[src/gpio_bridge_params.svh]
// Constants of the pin bridge: codes, phase points and timing counts
`ifndef GPIO_BRIDGE_PARAMS_SVH
`define GPIO_BRIDGE_PARAMS_SVH

`define PROTO_BIT         3
`define SLOT_W            16
`define BUF_W             48
`define BUF_ONES          48'hffff_ffff_ffff
`define LAST_SLOT         2'h2

`define PH_START_LO       5'h01
`define PH_DATA_FIRST     5'h03
`define PH_DATA_LAST      5'h12
`define PH_SAMPLE_FIRST   5'h05
`define PH_SAMPLE_LAST    5'h13
`define PH_ACK_LO         5'h13
`define PH_ACK_HI         5'h14
`define PH_ACK_SAMPLE     5'h15
`define PH_FIN_HI         5'h16
`define PH_LAST           5'h17

`define I2C_INI_START     4'h6
`define I2C_INI_STOP      4'h1
`define I2C_INI_BLANK     4'h0
`define I2C_INI_NOTX      4'h7
`define I2C_FIN_ACK       4'h0
`define I2C_FIN_NACK      4'h8
`define I2C_FIN_NACK_STOP 4'h9
`define I2C_RD_BLANK_HI   4'h7
`define I2C_RD_SLV_ACK    4'h7
`define I2C_RD_SLV_NACK   4'hf
`define I2C_RD_ACK_STOP   4'h1
`define I2C_RD_NACK_STOP  4'h9

`define SPI_INI_LOW       4'h8
`define SPI_INI_FALL      4'ha
`define SPI_INI_HIGH      4'h9
`define SPI_INI_NOTX      4'hf
`define SPI_FIN_HIGH      4'h9
`define SPI_RD_INI        4'h7
`define SPI_RD_FIN        4'hf

`define CLK_HZ            10000000
`define WDOG_SEC          2
`define WDOG_CYCLES       (`WDOG_SEC * `CLK_HZ)

`endif

[src/gpio_bridge_pkg.sv]
// Types shared by the pin bridge modules
`default_nettype none
package gpio_bridge_pkg;
	typedef enum logic [1:0] {
		ST_IDLE = 2'h0,
		ST_RUN  = 2'h1
	} bridge_state_t;
	typedef logic [3:0] nibble_t;
	typedef logic [4:0] phase_t;
endpackage : gpio_bridge_pkg
`default_nettype wire

[src/i2c_slot_wave.sv]
// Line levels of one I2C slot for a given phase (1 = released)
`include "gpio_bridge_params.svh"
`default_nettype none
module i2c_slot_wave (
	input  wire gpio_bridge_pkg::phase_t  phase,
	input  wire gpio_bridge_pkg::nibble_t initial_control_nibble,
	input  wire gpio_bridge_pkg::nibble_t final_control_nibble,
	input  wire logic                     tx_bit,
	input  wire logic                     prev_sda,
	output logic                          sda_lvl,
	output logic                          scl_lvl
);
	logic ack_lvl;
	always_comb begin
		ack_lvl = (final_control_nibble != `I2C_FIN_ACK);
		sda_lvl = 1'b1;
		scl_lvl = 1'b1;
		case (initial_control_nibble)
			`I2C_INI_NOTX: begin
				sda_lvl = 1'b1;
				scl_lvl = 1'b1;
			end
			`I2C_INI_STOP: begin
				sda_lvl = (phase > `PH_START_LO);
				scl_lvl = (phase != 5'h00);
			end
			default: begin
				if (phase <= 5'h02) begin
					if (initial_control_nibble == `I2C_INI_START) begin
						sda_lvl = (phase == 5'h00);
						scl_lvl = (phase != 5'h02);
					end else begin
						sda_lvl = prev_sda;
						scl_lvl = 1'b0;
					end
				end else if (phase <= `PH_DATA_LAST) begin
					// Clock is high on even phases, so a data change never meets a rise
					sda_lvl = tx_bit;
					scl_lvl = !phase[0];
				end else if (phase <= `PH_ACK_HI) begin
					sda_lvl = ack_lvl;
					scl_lvl = (phase == `PH_ACK_HI);
				end else if (final_control_nibble == `I2C_FIN_NACK_STOP) begin
					sda_lvl = (phase == `PH_LAST);
					scl_lvl = (phase != `PH_ACK_SAMPLE);
				end else begin
					// Ack level kept, so after an ACK final code the line sits low between bytes
					sda_lvl = ack_lvl;
					scl_lvl = 1'b0;
				end
			end
		endcase
	end
endmodule : i2c_slot_wave
`default_nettype wire

[src/spi_slot_wave.sv]
// Line levels of one mode 3 SPI slot for a given phase (1 = released)
`include "gpio_bridge_params.svh"
`default_nettype none
module spi_slot_wave (
	input  wire gpio_bridge_pkg::phase_t  phase,
	input  wire gpio_bridge_pkg::nibble_t initial_control_nibble,
	input  wire gpio_bridge_pkg::nibble_t final_control_nibble,
	input  wire logic                     tx_bit,
	output logic                          cs_lvl,
	output logic                          sd_lvl,
	output logic                          sck_lvl
);
	logic in_data;
	always_comb begin
		in_data = (phase >= `PH_DATA_FIRST) && (phase <= `PH_DATA_LAST);
		cs_lvl  = 1'b1;
		sd_lvl  = 1'b1;
		sck_lvl = 1'b1;
		if (initial_control_nibble != `SPI_INI_NOTX &&
			initial_control_nibble != `SPI_INI_HIGH) begin
			if (phase == 5'h00) begin
				cs_lvl = (initial_control_nibble == `SPI_INI_FALL);
			end else if (phase >= `PH_ACK_SAMPLE) begin
				cs_lvl = (final_control_nibble == `SPI_FIN_HIGH);
			end else begin
				cs_lvl = 1'b0;
			end
			// Data moves on the fall and stands set up for the rise
			sck_lvl = in_data ? !phase[0] : 1'b1;
			sd_lvl  = in_data ? tx_bit : 1'b1;
		end
	end
endmodule : spi_slot_wave
`default_nettype wire

[src/gpio_bridge.sv]
// Command driven I2C or SPI master on three general purpose pins
// Operation
// - I2C start code: start condition, then byte
// - I2C stop code: stop, lines high, skip
// - I2C no-transmit: release lines, skip word
// - Final code selects ACK, NACK, NACK plus stop
// - SPI initial code sets select low/fall/high
// - SPI no-transmit releases port, skips word
// - SPI select high releases lines, skips word
// - SPI final X000 keeps select low, 1001 raises
// - Write loads buffer; bad code fills ones
// - Start shifts three bytes, stores received bytes
// - Pin 4 data, pin 5 clock, pin 3 select
// - Read returns the whole six byte buffer
// - I2C initial nibble rewritten with status code
// - I2C final nibble rewritten with ack status
// - SPI status reads 0111 and 1111
// - Lines hold between commands; watchdog restores
// - Initial nibble bit 3 picks SPI or I2C
// - Three packed slots: nibble, byte, nibble
// - SPI master runs in mode 3
// - Each line phase lasts one host clock
`include "gpio_bridge_params.svh"
`default_nettype none
module gpio_bridge #(
	parameter int unsigned WDOG_CYCLES = `WDOG_CYCLES
) (
	input  wire logic                clk,
	input  wire logic                nrst,
	input  wire logic                buffer_write_command,
	input  wire logic [`BUF_W-1:0]   write_data,
	input  wire logic                write_pec_ok,
	input  wire logic                start_transfer_command,
	input  wire logic                host_tick,
	input  wire logic                host_chip_select_rise,
	input  wire logic                buffer_read_command,
	output logic      [`BUF_W-1:0]   read_data,
	output logic                     read_valid,
	output logic                     busy,
	input  wire logic                gpio3_in,
	output logic                     gpio3_out,
	output logic                     gpio3_oe,
	input  wire logic                gpio4_in,
	output logic                     gpio4_out,
	output logic                     gpio4_oe,
	input  wire logic                gpio5_in,
	output logic                     gpio5_out,
	output logic                     gpio5_oe
);
	localparam int CNT_W = $clog2(WDOG_CYCLES + 1);

	generate
		if (WDOG_CYCLES < 2) begin : g_bad_wdog
			$error("WDOG_CYCLES must be at least 2");
		end
	endgenerate

	function automatic logic [`SLOT_W-1:0] slot_word(input logic [`BUF_W-1:0] b,
		input logic [1:0] s);
		case (s)
			2'h0:    slot_word = b[47:32];
			2'h1:    slot_word = b[31:16];
			default: slot_word = b[15:0];
		endcase
	endfunction : slot_word

	function automatic logic [`BUF_W-1:0] put_slot(input logic [`BUF_W-1:0] b,
		input logic [1:0] s, input logic [`SLOT_W-1:0] w);
		logic [`BUF_W-1:0] r;
		r = b;
		case (s)
			2'h0:    r[47:32] = w;
			2'h1:    r[31:16] = w;
			default: r[15:0] = w;
		endcase
		put_slot = r;
	endfunction : put_slot

	gpio_bridge_pkg::bridge_state_t state_ff, nxt_state;
	logic [1:0]                     slot_ff, nxt_slot;
	gpio_bridge_pkg::phase_t        phase_ff, nxt_phase;
	logic [`BUF_W-1:0]              buf_ff, nxt_buf;
	logic                           bad_pec_ff, nxt_bad_pec;
	logic [7:0]                     rx_ff, nxt_rx;
	logic                           ack_ff, nxt_ack;
	logic                           blank_hi_ff, nxt_blank_hi;
	logic                           cs_lvl_ff, nxt_cs_lvl;
	logic                           sd_lvl_ff, nxt_sd_lvl;
	logic                           sck_lvl_ff, nxt_sck_lvl;
	logic [CNT_W-1:0]               wd_cnt_ff, nxt_wd_cnt;
	logic [`BUF_W-1:0]              rd_data_ff, nxt_rd_data;
	logic                           rd_valid_ff, nxt_rd_valid;

	logic [`SLOT_W-1:0]      cur_word;
	gpio_bridge_pkg::nibble_t cur_ini, cur_fin;
	logic [7:0]              cur_data;
	logic                    is_spi;
	logic [4:0]              bit_off;
	logic                    tx_bit;
	logic                    i2c_sda, i2c_scl;
	logic                    spi_cs, spi_sd, spi_sck;
	logic                    skipped;
	gpio_bridge_pkg::nibble_t st_ini, st_fin;
	logic                    wd_expired;

	assign cur_word = slot_word(buf_ff, slot_ff);
	assign cur_ini  = cur_word[15:12];
	assign cur_data = cur_word[11:4];
	assign cur_fin  = cur_word[3:0];
	assign is_spi   = cur_ini[`PROTO_BIT];
	assign bit_off  = phase_ff - `PH_DATA_FIRST;
	assign tx_bit   = cur_data[3'h7 - bit_off[3:1]]; // MSB goes first

	i2c_slot_wave u_i2c (
		.phase                  (phase_ff),
		.initial_control_nibble (cur_ini),
		.final_control_nibble   (cur_fin),
		.tx_bit                 (tx_bit),
		.prev_sda               (sd_lvl_ff),
		.sda_lvl                (i2c_sda),
		.scl_lvl                (i2c_scl)
	);

	spi_slot_wave u_spi (
		.phase                  (phase_ff),
		.initial_control_nibble (cur_ini),
		.final_control_nibble   (cur_fin),
		.tx_bit                 (tx_bit),
		.cs_lvl                 (spi_cs),
		.sd_lvl                 (spi_sd),
		.sck_lvl                (spi_sck)
	);

	// Status written back into the slot at its last phase
	always_comb begin
		st_ini  = cur_ini;
		st_fin  = cur_fin;
		skipped = 1'b0;
		if (is_spi) begin
			st_ini  = `SPI_RD_INI;
			st_fin  = `SPI_RD_FIN;
			skipped = (cur_ini == `SPI_INI_NOTX) || (cur_ini == `SPI_INI_HIGH);
		end else begin
			skipped = (cur_ini == `I2C_INI_STOP) || (cur_ini == `I2C_INI_NOTX);
			if (cur_ini == `I2C_INI_BLANK && blank_hi_ff) begin
				st_ini = `I2C_RD_BLANK_HI;
			end
			if (!skipped) begin
				case (cur_fin)
					`I2C_FIN_NACK:      st_fin = ack_ff ? `I2C_RD_SLV_ACK : `I2C_RD_SLV_NACK;
					`I2C_FIN_NACK_STOP: st_fin = ack_ff ? `I2C_RD_ACK_STOP : `I2C_RD_NACK_STOP;
					default:            st_fin = cur_fin;
				endcase
			end
		end
	end

	assign wd_expired = (wd_cnt_ff == CNT_W'(WDOG_CYCLES - 1));

	always_comb begin
		nxt_state    = state_ff;
		nxt_slot     = slot_ff;
		nxt_phase    = phase_ff;
		nxt_buf      = buf_ff;
		nxt_bad_pec  = bad_pec_ff;
		nxt_rx       = rx_ff;
		nxt_ack      = ack_ff;
		nxt_blank_hi = blank_hi_ff;
		nxt_cs_lvl   = cs_lvl_ff;
		nxt_sd_lvl   = sd_lvl_ff;
		nxt_sck_lvl  = sck_lvl_ff;
		nxt_wd_cnt   = wd_cnt_ff;
		nxt_rd_data  = rd_data_ff;
		nxt_rd_valid = 1'b0;
		case (state_ff)
			gpio_bridge_pkg::ST_IDLE: begin
				if (buffer_write_command) begin
					nxt_bad_pec = !write_pec_ok;
					if (write_pec_ok) begin
						nxt_buf = write_data;
					end
				end
				if (host_chip_select_rise && bad_pec_ff) begin
					nxt_buf     = `BUF_ONES;
					nxt_bad_pec = buffer_write_command && !write_pec_ok; // New bad code wins
				end
				if (buffer_read_command) begin
					nxt_rd_data  = buf_ff;
					nxt_rd_valid = 1'b1;
				end
				// Lines hold their levels until the watchdog runs out
				if (!wd_expired) begin
					nxt_wd_cnt = wd_cnt_ff + CNT_W'(1);
				end else begin
					nxt_cs_lvl  = 1'b1;
					nxt_sd_lvl  = 1'b1;
					nxt_sck_lvl = 1'b1;
				end
				if (start_transfer_command) begin
					nxt_state  = gpio_bridge_pkg::ST_RUN;
					nxt_slot   = 2'h0;
					nxt_phase  = 5'h00;
					nxt_wd_cnt = '0;
				end
			end
			gpio_bridge_pkg::ST_RUN: begin
				nxt_wd_cnt = '0;
				if (host_chip_select_rise) begin
					// A frame cut short leaves the lines where they stand
					nxt_state = gpio_bridge_pkg::ST_IDLE;
				end else if (host_tick) begin
					if (is_spi) begin
						nxt_cs_lvl  = spi_cs;
						nxt_sd_lvl  = spi_sd;
						nxt_sck_lvl = spi_sck;
					end else begin
						nxt_sd_lvl  = i2c_sda;
						nxt_sck_lvl = i2c_scl;
					end
					// Pins show last phase's levels, so sample one phase late
					if (phase_ff == 5'h00) begin
						nxt_blank_hi = gpio4_in;
					end
					if (phase_ff >= `PH_SAMPLE_FIRST && phase_ff <= `PH_SAMPLE_LAST &&
						phase_ff[0]) begin
						nxt_rx = {rx_ff[6:0], gpio4_in};
					end
					if (phase_ff == `PH_ACK_SAMPLE) begin
						nxt_ack = !gpio4_in;
					end
					if (phase_ff == `PH_LAST) begin
						nxt_buf = put_slot(buf_ff, slot_ff,
							{st_ini, skipped ? cur_data : rx_ff, st_fin});
						nxt_phase = 5'h00;
						if (slot_ff == `LAST_SLOT) begin
							nxt_state = gpio_bridge_pkg::ST_IDLE;
						end else begin
							nxt_slot = slot_ff + 2'h1;
						end
					end else begin
						nxt_phase = phase_ff + 5'h01;
					end
				end
			end
			default: begin
				nxt_state = gpio_bridge_pkg::ST_IDLE;
			end
		endcase
	end

	always_ff @(posedge clk) begin
		if (!nrst) begin
			state_ff    <= gpio_bridge_pkg::ST_IDLE;
			slot_ff     <= 2'h0;
			phase_ff    <= 5'h00;
			buf_ff      <= `BUF_ONES;
			bad_pec_ff  <= 1'b0;
			rx_ff       <= 8'h00;
			ack_ff      <= 1'b0;
			blank_hi_ff <= 1'b0;
			cs_lvl_ff   <= 1'b1;
			sd_lvl_ff   <= 1'b1;
			sck_lvl_ff  <= 1'b1;
			wd_cnt_ff   <= '0;
			rd_data_ff  <= '0;
			rd_valid_ff <= 1'b0;
		end else begin
			state_ff    <= nxt_state;
			slot_ff     <= nxt_slot;
			phase_ff    <= nxt_phase;
			buf_ff      <= nxt_buf;
			bad_pec_ff  <= nxt_bad_pec;
			rx_ff       <= nxt_rx;
			ack_ff      <= nxt_ack;
			blank_hi_ff <= nxt_blank_hi;
			cs_lvl_ff   <= nxt_cs_lvl;
			sd_lvl_ff   <= nxt_sd_lvl;
			sck_lvl_ff  <= nxt_sck_lvl;
			wd_cnt_ff   <= nxt_wd_cnt;
			rd_data_ff  <= nxt_rd_data;
			rd_valid_ff <= nxt_rd_valid;
		end
	end

	// Open drain: the pad only ever pulls low, a high comes from pull-ups
	assign gpio3_out  = 1'b0;
	assign gpio4_out  = 1'b0;
	assign gpio5_out  = 1'b0;
	assign gpio3_oe   = !cs_lvl_ff;
	assign gpio4_oe   = !sd_lvl_ff;
	assign gpio5_oe   = !sck_lvl_ff;
	assign read_data  = rd_data_ff;
	assign read_valid = rd_valid_ff;
	assign busy       = (state_ff == gpio_bridge_pkg::ST_RUN);
endmodule : gpio_bridge
`default_nettype wire

[config.mk]
export PLATFORM = sky130hd
export DESIGN_NAME = gpio_bridge
export DESIGN_NICKNAME = d
export VERILOG_FILES = /design/src/gpio_bridge_pkg.sv /design/src/i2c_slot_wave.sv /design/src/spi_slot_wave.sv /design/src/gpio_bridge.sv
export VERILOG_INCLUDE_DIRS = /design/src
export SDC_FILE = /design/constraint.sdc
export NUM_CORES = 1
export LEC_CHECK = 0
export ABC_AREA = 1
export BUFFER_PORTS_ARGS = -buffer_cell sky130_fd_sc_hd__buf_2
export CAP_MARGIN = 20
export CORE_MARGIN = 4
export CORE_UTILIZATION = 57
export DETAILED_ROUTE_END_ITERATION = 16
export PLACE_DENSITY_LB_ADDON = 0.12
export SLEW_MARGIN = 30
export SYNTH_ARGS = -nofsm -noshare
export SYNTH_HDL_FRONTEND = slang
export SYNTH_SLANG_ARGS = --single-unit
[constraint.sdc]
create_clock -name clk -period 2.35 [get_ports clk]
set_input_delay 0.47 -clock clk [delete_from_list [all_inputs] [get_ports clk]]
set_output_delay 0.47 -clock clk [all_outputs]
set_load 0.01 [all_outputs]
==> out/metrics.cfg <==
[cells_and_area]
drive_above_1_share_pct = 20.1
register_area_um2 = 2880
n_fill_cell = 1058
area_growth_pct = 20.3
stdcell_count = 1345
antenna_cells = 0
fin_nets = 1231
fin_area_um2 = 8640
utilization_pct = 71.1
final_common_cell = nor2_1
layout_common_cells = nor2_1, nand2_1, dfxtp_1
multi_input_area_um2 = 3750

[placement]
dpl-instance-area_um2 = 7930
port-buffer-count = 109
dp.cells = 1305
dp_hpwl_mm = 14.6
post-place-ws_ns = -0.0190
gp_congestion = 1.03

[critical_path]
path_max_fanout = 21
reg2reg_slack_ns = 0.07
cp-end-kind = register
slowest_delay_ns = 0.38
r2r-end = buf_ff[32]
critical_path.top_delay_family = compound AO/OA/AOI/OAI gates
cp_data_arrival_time_ns = 2.55
rr_worst_depth = 10
worstSetupStartpointType = register
worstSetupPathType = reg2reg
crit_buf_inv = 1
worstPathCellList = ha_1, nand2_2, nor2_2, nand2_2, nand2_1, nand3_2, a21oi_1, inv_1, a21oi_1, o21ai_0
cp.required_ns = 2.63
rr_startpoint = phase_ff[1]
crit_path_top_delay_cell = inv_1

[routing]
avgRoutedWirePerCell_um = 15.5
vias = 7480
drc = 0
dr.pass1.iters = 6
via_per_inst = 5.56
ant_nets = 0
routed_wl_mm = 20.8
drt_iter0_drc = 853

[die]
die_h_um = 120
die_x_um = 120
core_um2 = 12200
rows = 40
die_area_um2 = 14500
io_pins = 115
initial_core_util_pct = 59.1

[global_route]
grt_pass1_wl_mm = 33.3
antenna_found_initial = 0
grt_max_degree = 101
grt_pass1_vias = 6771
overflow = 0
grt.total_usage_pct = 28.5

[logic_synthesis]
synth_cell_type_count = 44
synth_edf_count = 0
ys_warn_count = 0
synth_ff_type = dfxtp_1
synthCells = 1053
synth_area_per_cell_um2 = 6.82
syn_area_um2 = 7190
ys_seq_area_share_pct = 40.1
ys_seq_elements = 144
async_flop_share_pct = 0

[clock_network]
clk_pin_slew_ns = 0.06
cts.sinks = 144
cts_buffers = 17
htreeDepth = 4
clock_latency_ns = 0.43
clockBufferDepth = 2
clockRootBuffer = clkbuf_16
cts_tree = done

[timing]
fmax_mhz = 439
skew_ns = 0.00671
worst_slack_ns = 0.0709
period_share_pct = 97.0
rsz0062_at_grt = yes
layout_min_cycle_time_ns = 2.28
tightest_slew_ns = 0.802
hold_viol = 0
maxSlewHeadroom_pct = 46.5
setup_viol = 0
drv_slew = 0

[hold_path]
whs_path_depth = 3
min_to = buf_ff[15]
hp-start = write_data[15]
hp-class = in2reg

[pwr]
ir_drop_mv = 0.428
leakage_nw = 3.82
powerDensity_nw_per_um2 = 815

[outcome]
status = finished clean

[flow_run]
drv_cap = 0

[Yosys cell counts (3+ instances only)]
master	number	share of area, %
inv_2	5	0.26
o211ai_2	3	0.52
ha_1	8	1.4
nor3_1	15	1.0
nand2_1	163	8.5
clkbuf_1	39	2.0
a211oi_1	5	0.52
nand4_1	14	1.2
o21ai_0	129	9.0
nor2_1	176	9.2
inv_1	85	4.4
o211ai_1	8	0.84
buf_1	3	0.16
buf_2	4	0.28
o21ai_1	8	0.56
a21oi_1	92	6.4
nand2_4	3	0.47
nor2_2	4	0.35
nand3_1	85	5.9
buf_6	3	0.47
nand2_2	21	1.8
o22ai_1	3	0.26
dfxtp_1	144	40
buf_4	4	0.42
[layer usage]
layer  track usage (%)  part of all wire, %  up-vias  wire length [um]
met1              40.5                   46     3398              9540
met4              10.4                  2.3        0               472
met5                 0                    0        -                 0
li1                  -                    -     3719                 -
met2              42.4                   44      316              9140
met3              6.45                  7.9       47              1650
[sequential cells by signal, indices dropped and copies added, names as in the netlist]
name	cells
read_valid	1
sck_lvl_ff	1
cs_lvl_ff	1
phase_ff	5
blank_hi_ff	1
read_data	48
sd_lvl_ff	1
rx_ff	8
wd_cnt_ff	25
slot_ff	2
buf_ff	48
state_ff	1
bad_pec_ff	1
ack_ff	1
[layout make-up]
| class | count | area share, % |
|---|---|---|
| Timing Repair Buffer | 141 | 9.47 |
| Clock buffer | 19 | 5.24 |
| Tap cell | 168 | 2.43 |
| Sequential cell | 144 | 33.4 |
| Timing Repair inverter | 1 | 0.0869 |
| Multi-Input combinational cell | 766 | 43.4 |
| Inverter | 93 | 4.21 |
| Clock inverter | 13 | 1.77 |
[worst min-delay path, stage by stage]
cell and delay (ns):
buf_2 0.08, o21ai_0 0.07, nand3_1 0.08
[through the flow]
stage	hold WS (ns)	TNS (ns)	power, W
after floorplan	0.433	0	0.00378
after global placement	0.454	0	0.00420
after detailed placement	0.459	-0.0268	0.00422
after CTS	0.298	0	0.00696
after global routing	0.312	-0.151	0.00735
final	0.311	0	0.00704
[logic make-up after synthesis]
kind of cell / count (synthesis) / synth area share, %
adder cells (fa/ha/maj): 8 / 1.39
XOR/XNOR: 1 / 0.122
flip-flops: 144 / 40.1
buffers and inverters: 146 / 8.29
AND/OR/NAND/NOR: 492 / 30.3
other: 1 / 0.0522
AO/OA/AOI/OAI: 261 / 19.8
[how the worst max path moves through the flow]
stage	from	to	slack [ns]	cells after the start
floorplan	phase_ff[0]	buf_ff[14]	0.44	13
global placement	start_transfer_command	wd_cnt_ff[23]	0.03	7
detailed placement	host_chip_select_rise	buf_ff[6]	-0.02	13
CTS	phase_ff[0]	buf_ff[16]	0.01	11
global route	phase_ff[0]	buf_ff[32]	-0.08	10
finish	phase_ff[1]	buf_ff[32]	0.07	10
[report_power, final]
part	internal [W]	switching (W)
clock network	0.00164	0.00112
logic	0.000524	0.000989
registers	0.00263	0.000135
total	0.00480	0.00225
[what timing repair did]
action,4_1_cts,5_1_grt
gates resized for setup,0,15
setup buffers,0,6
endpoints found under the setup margin,0,37
hold buffers,0,0
(Power assumes the default switching activity.)
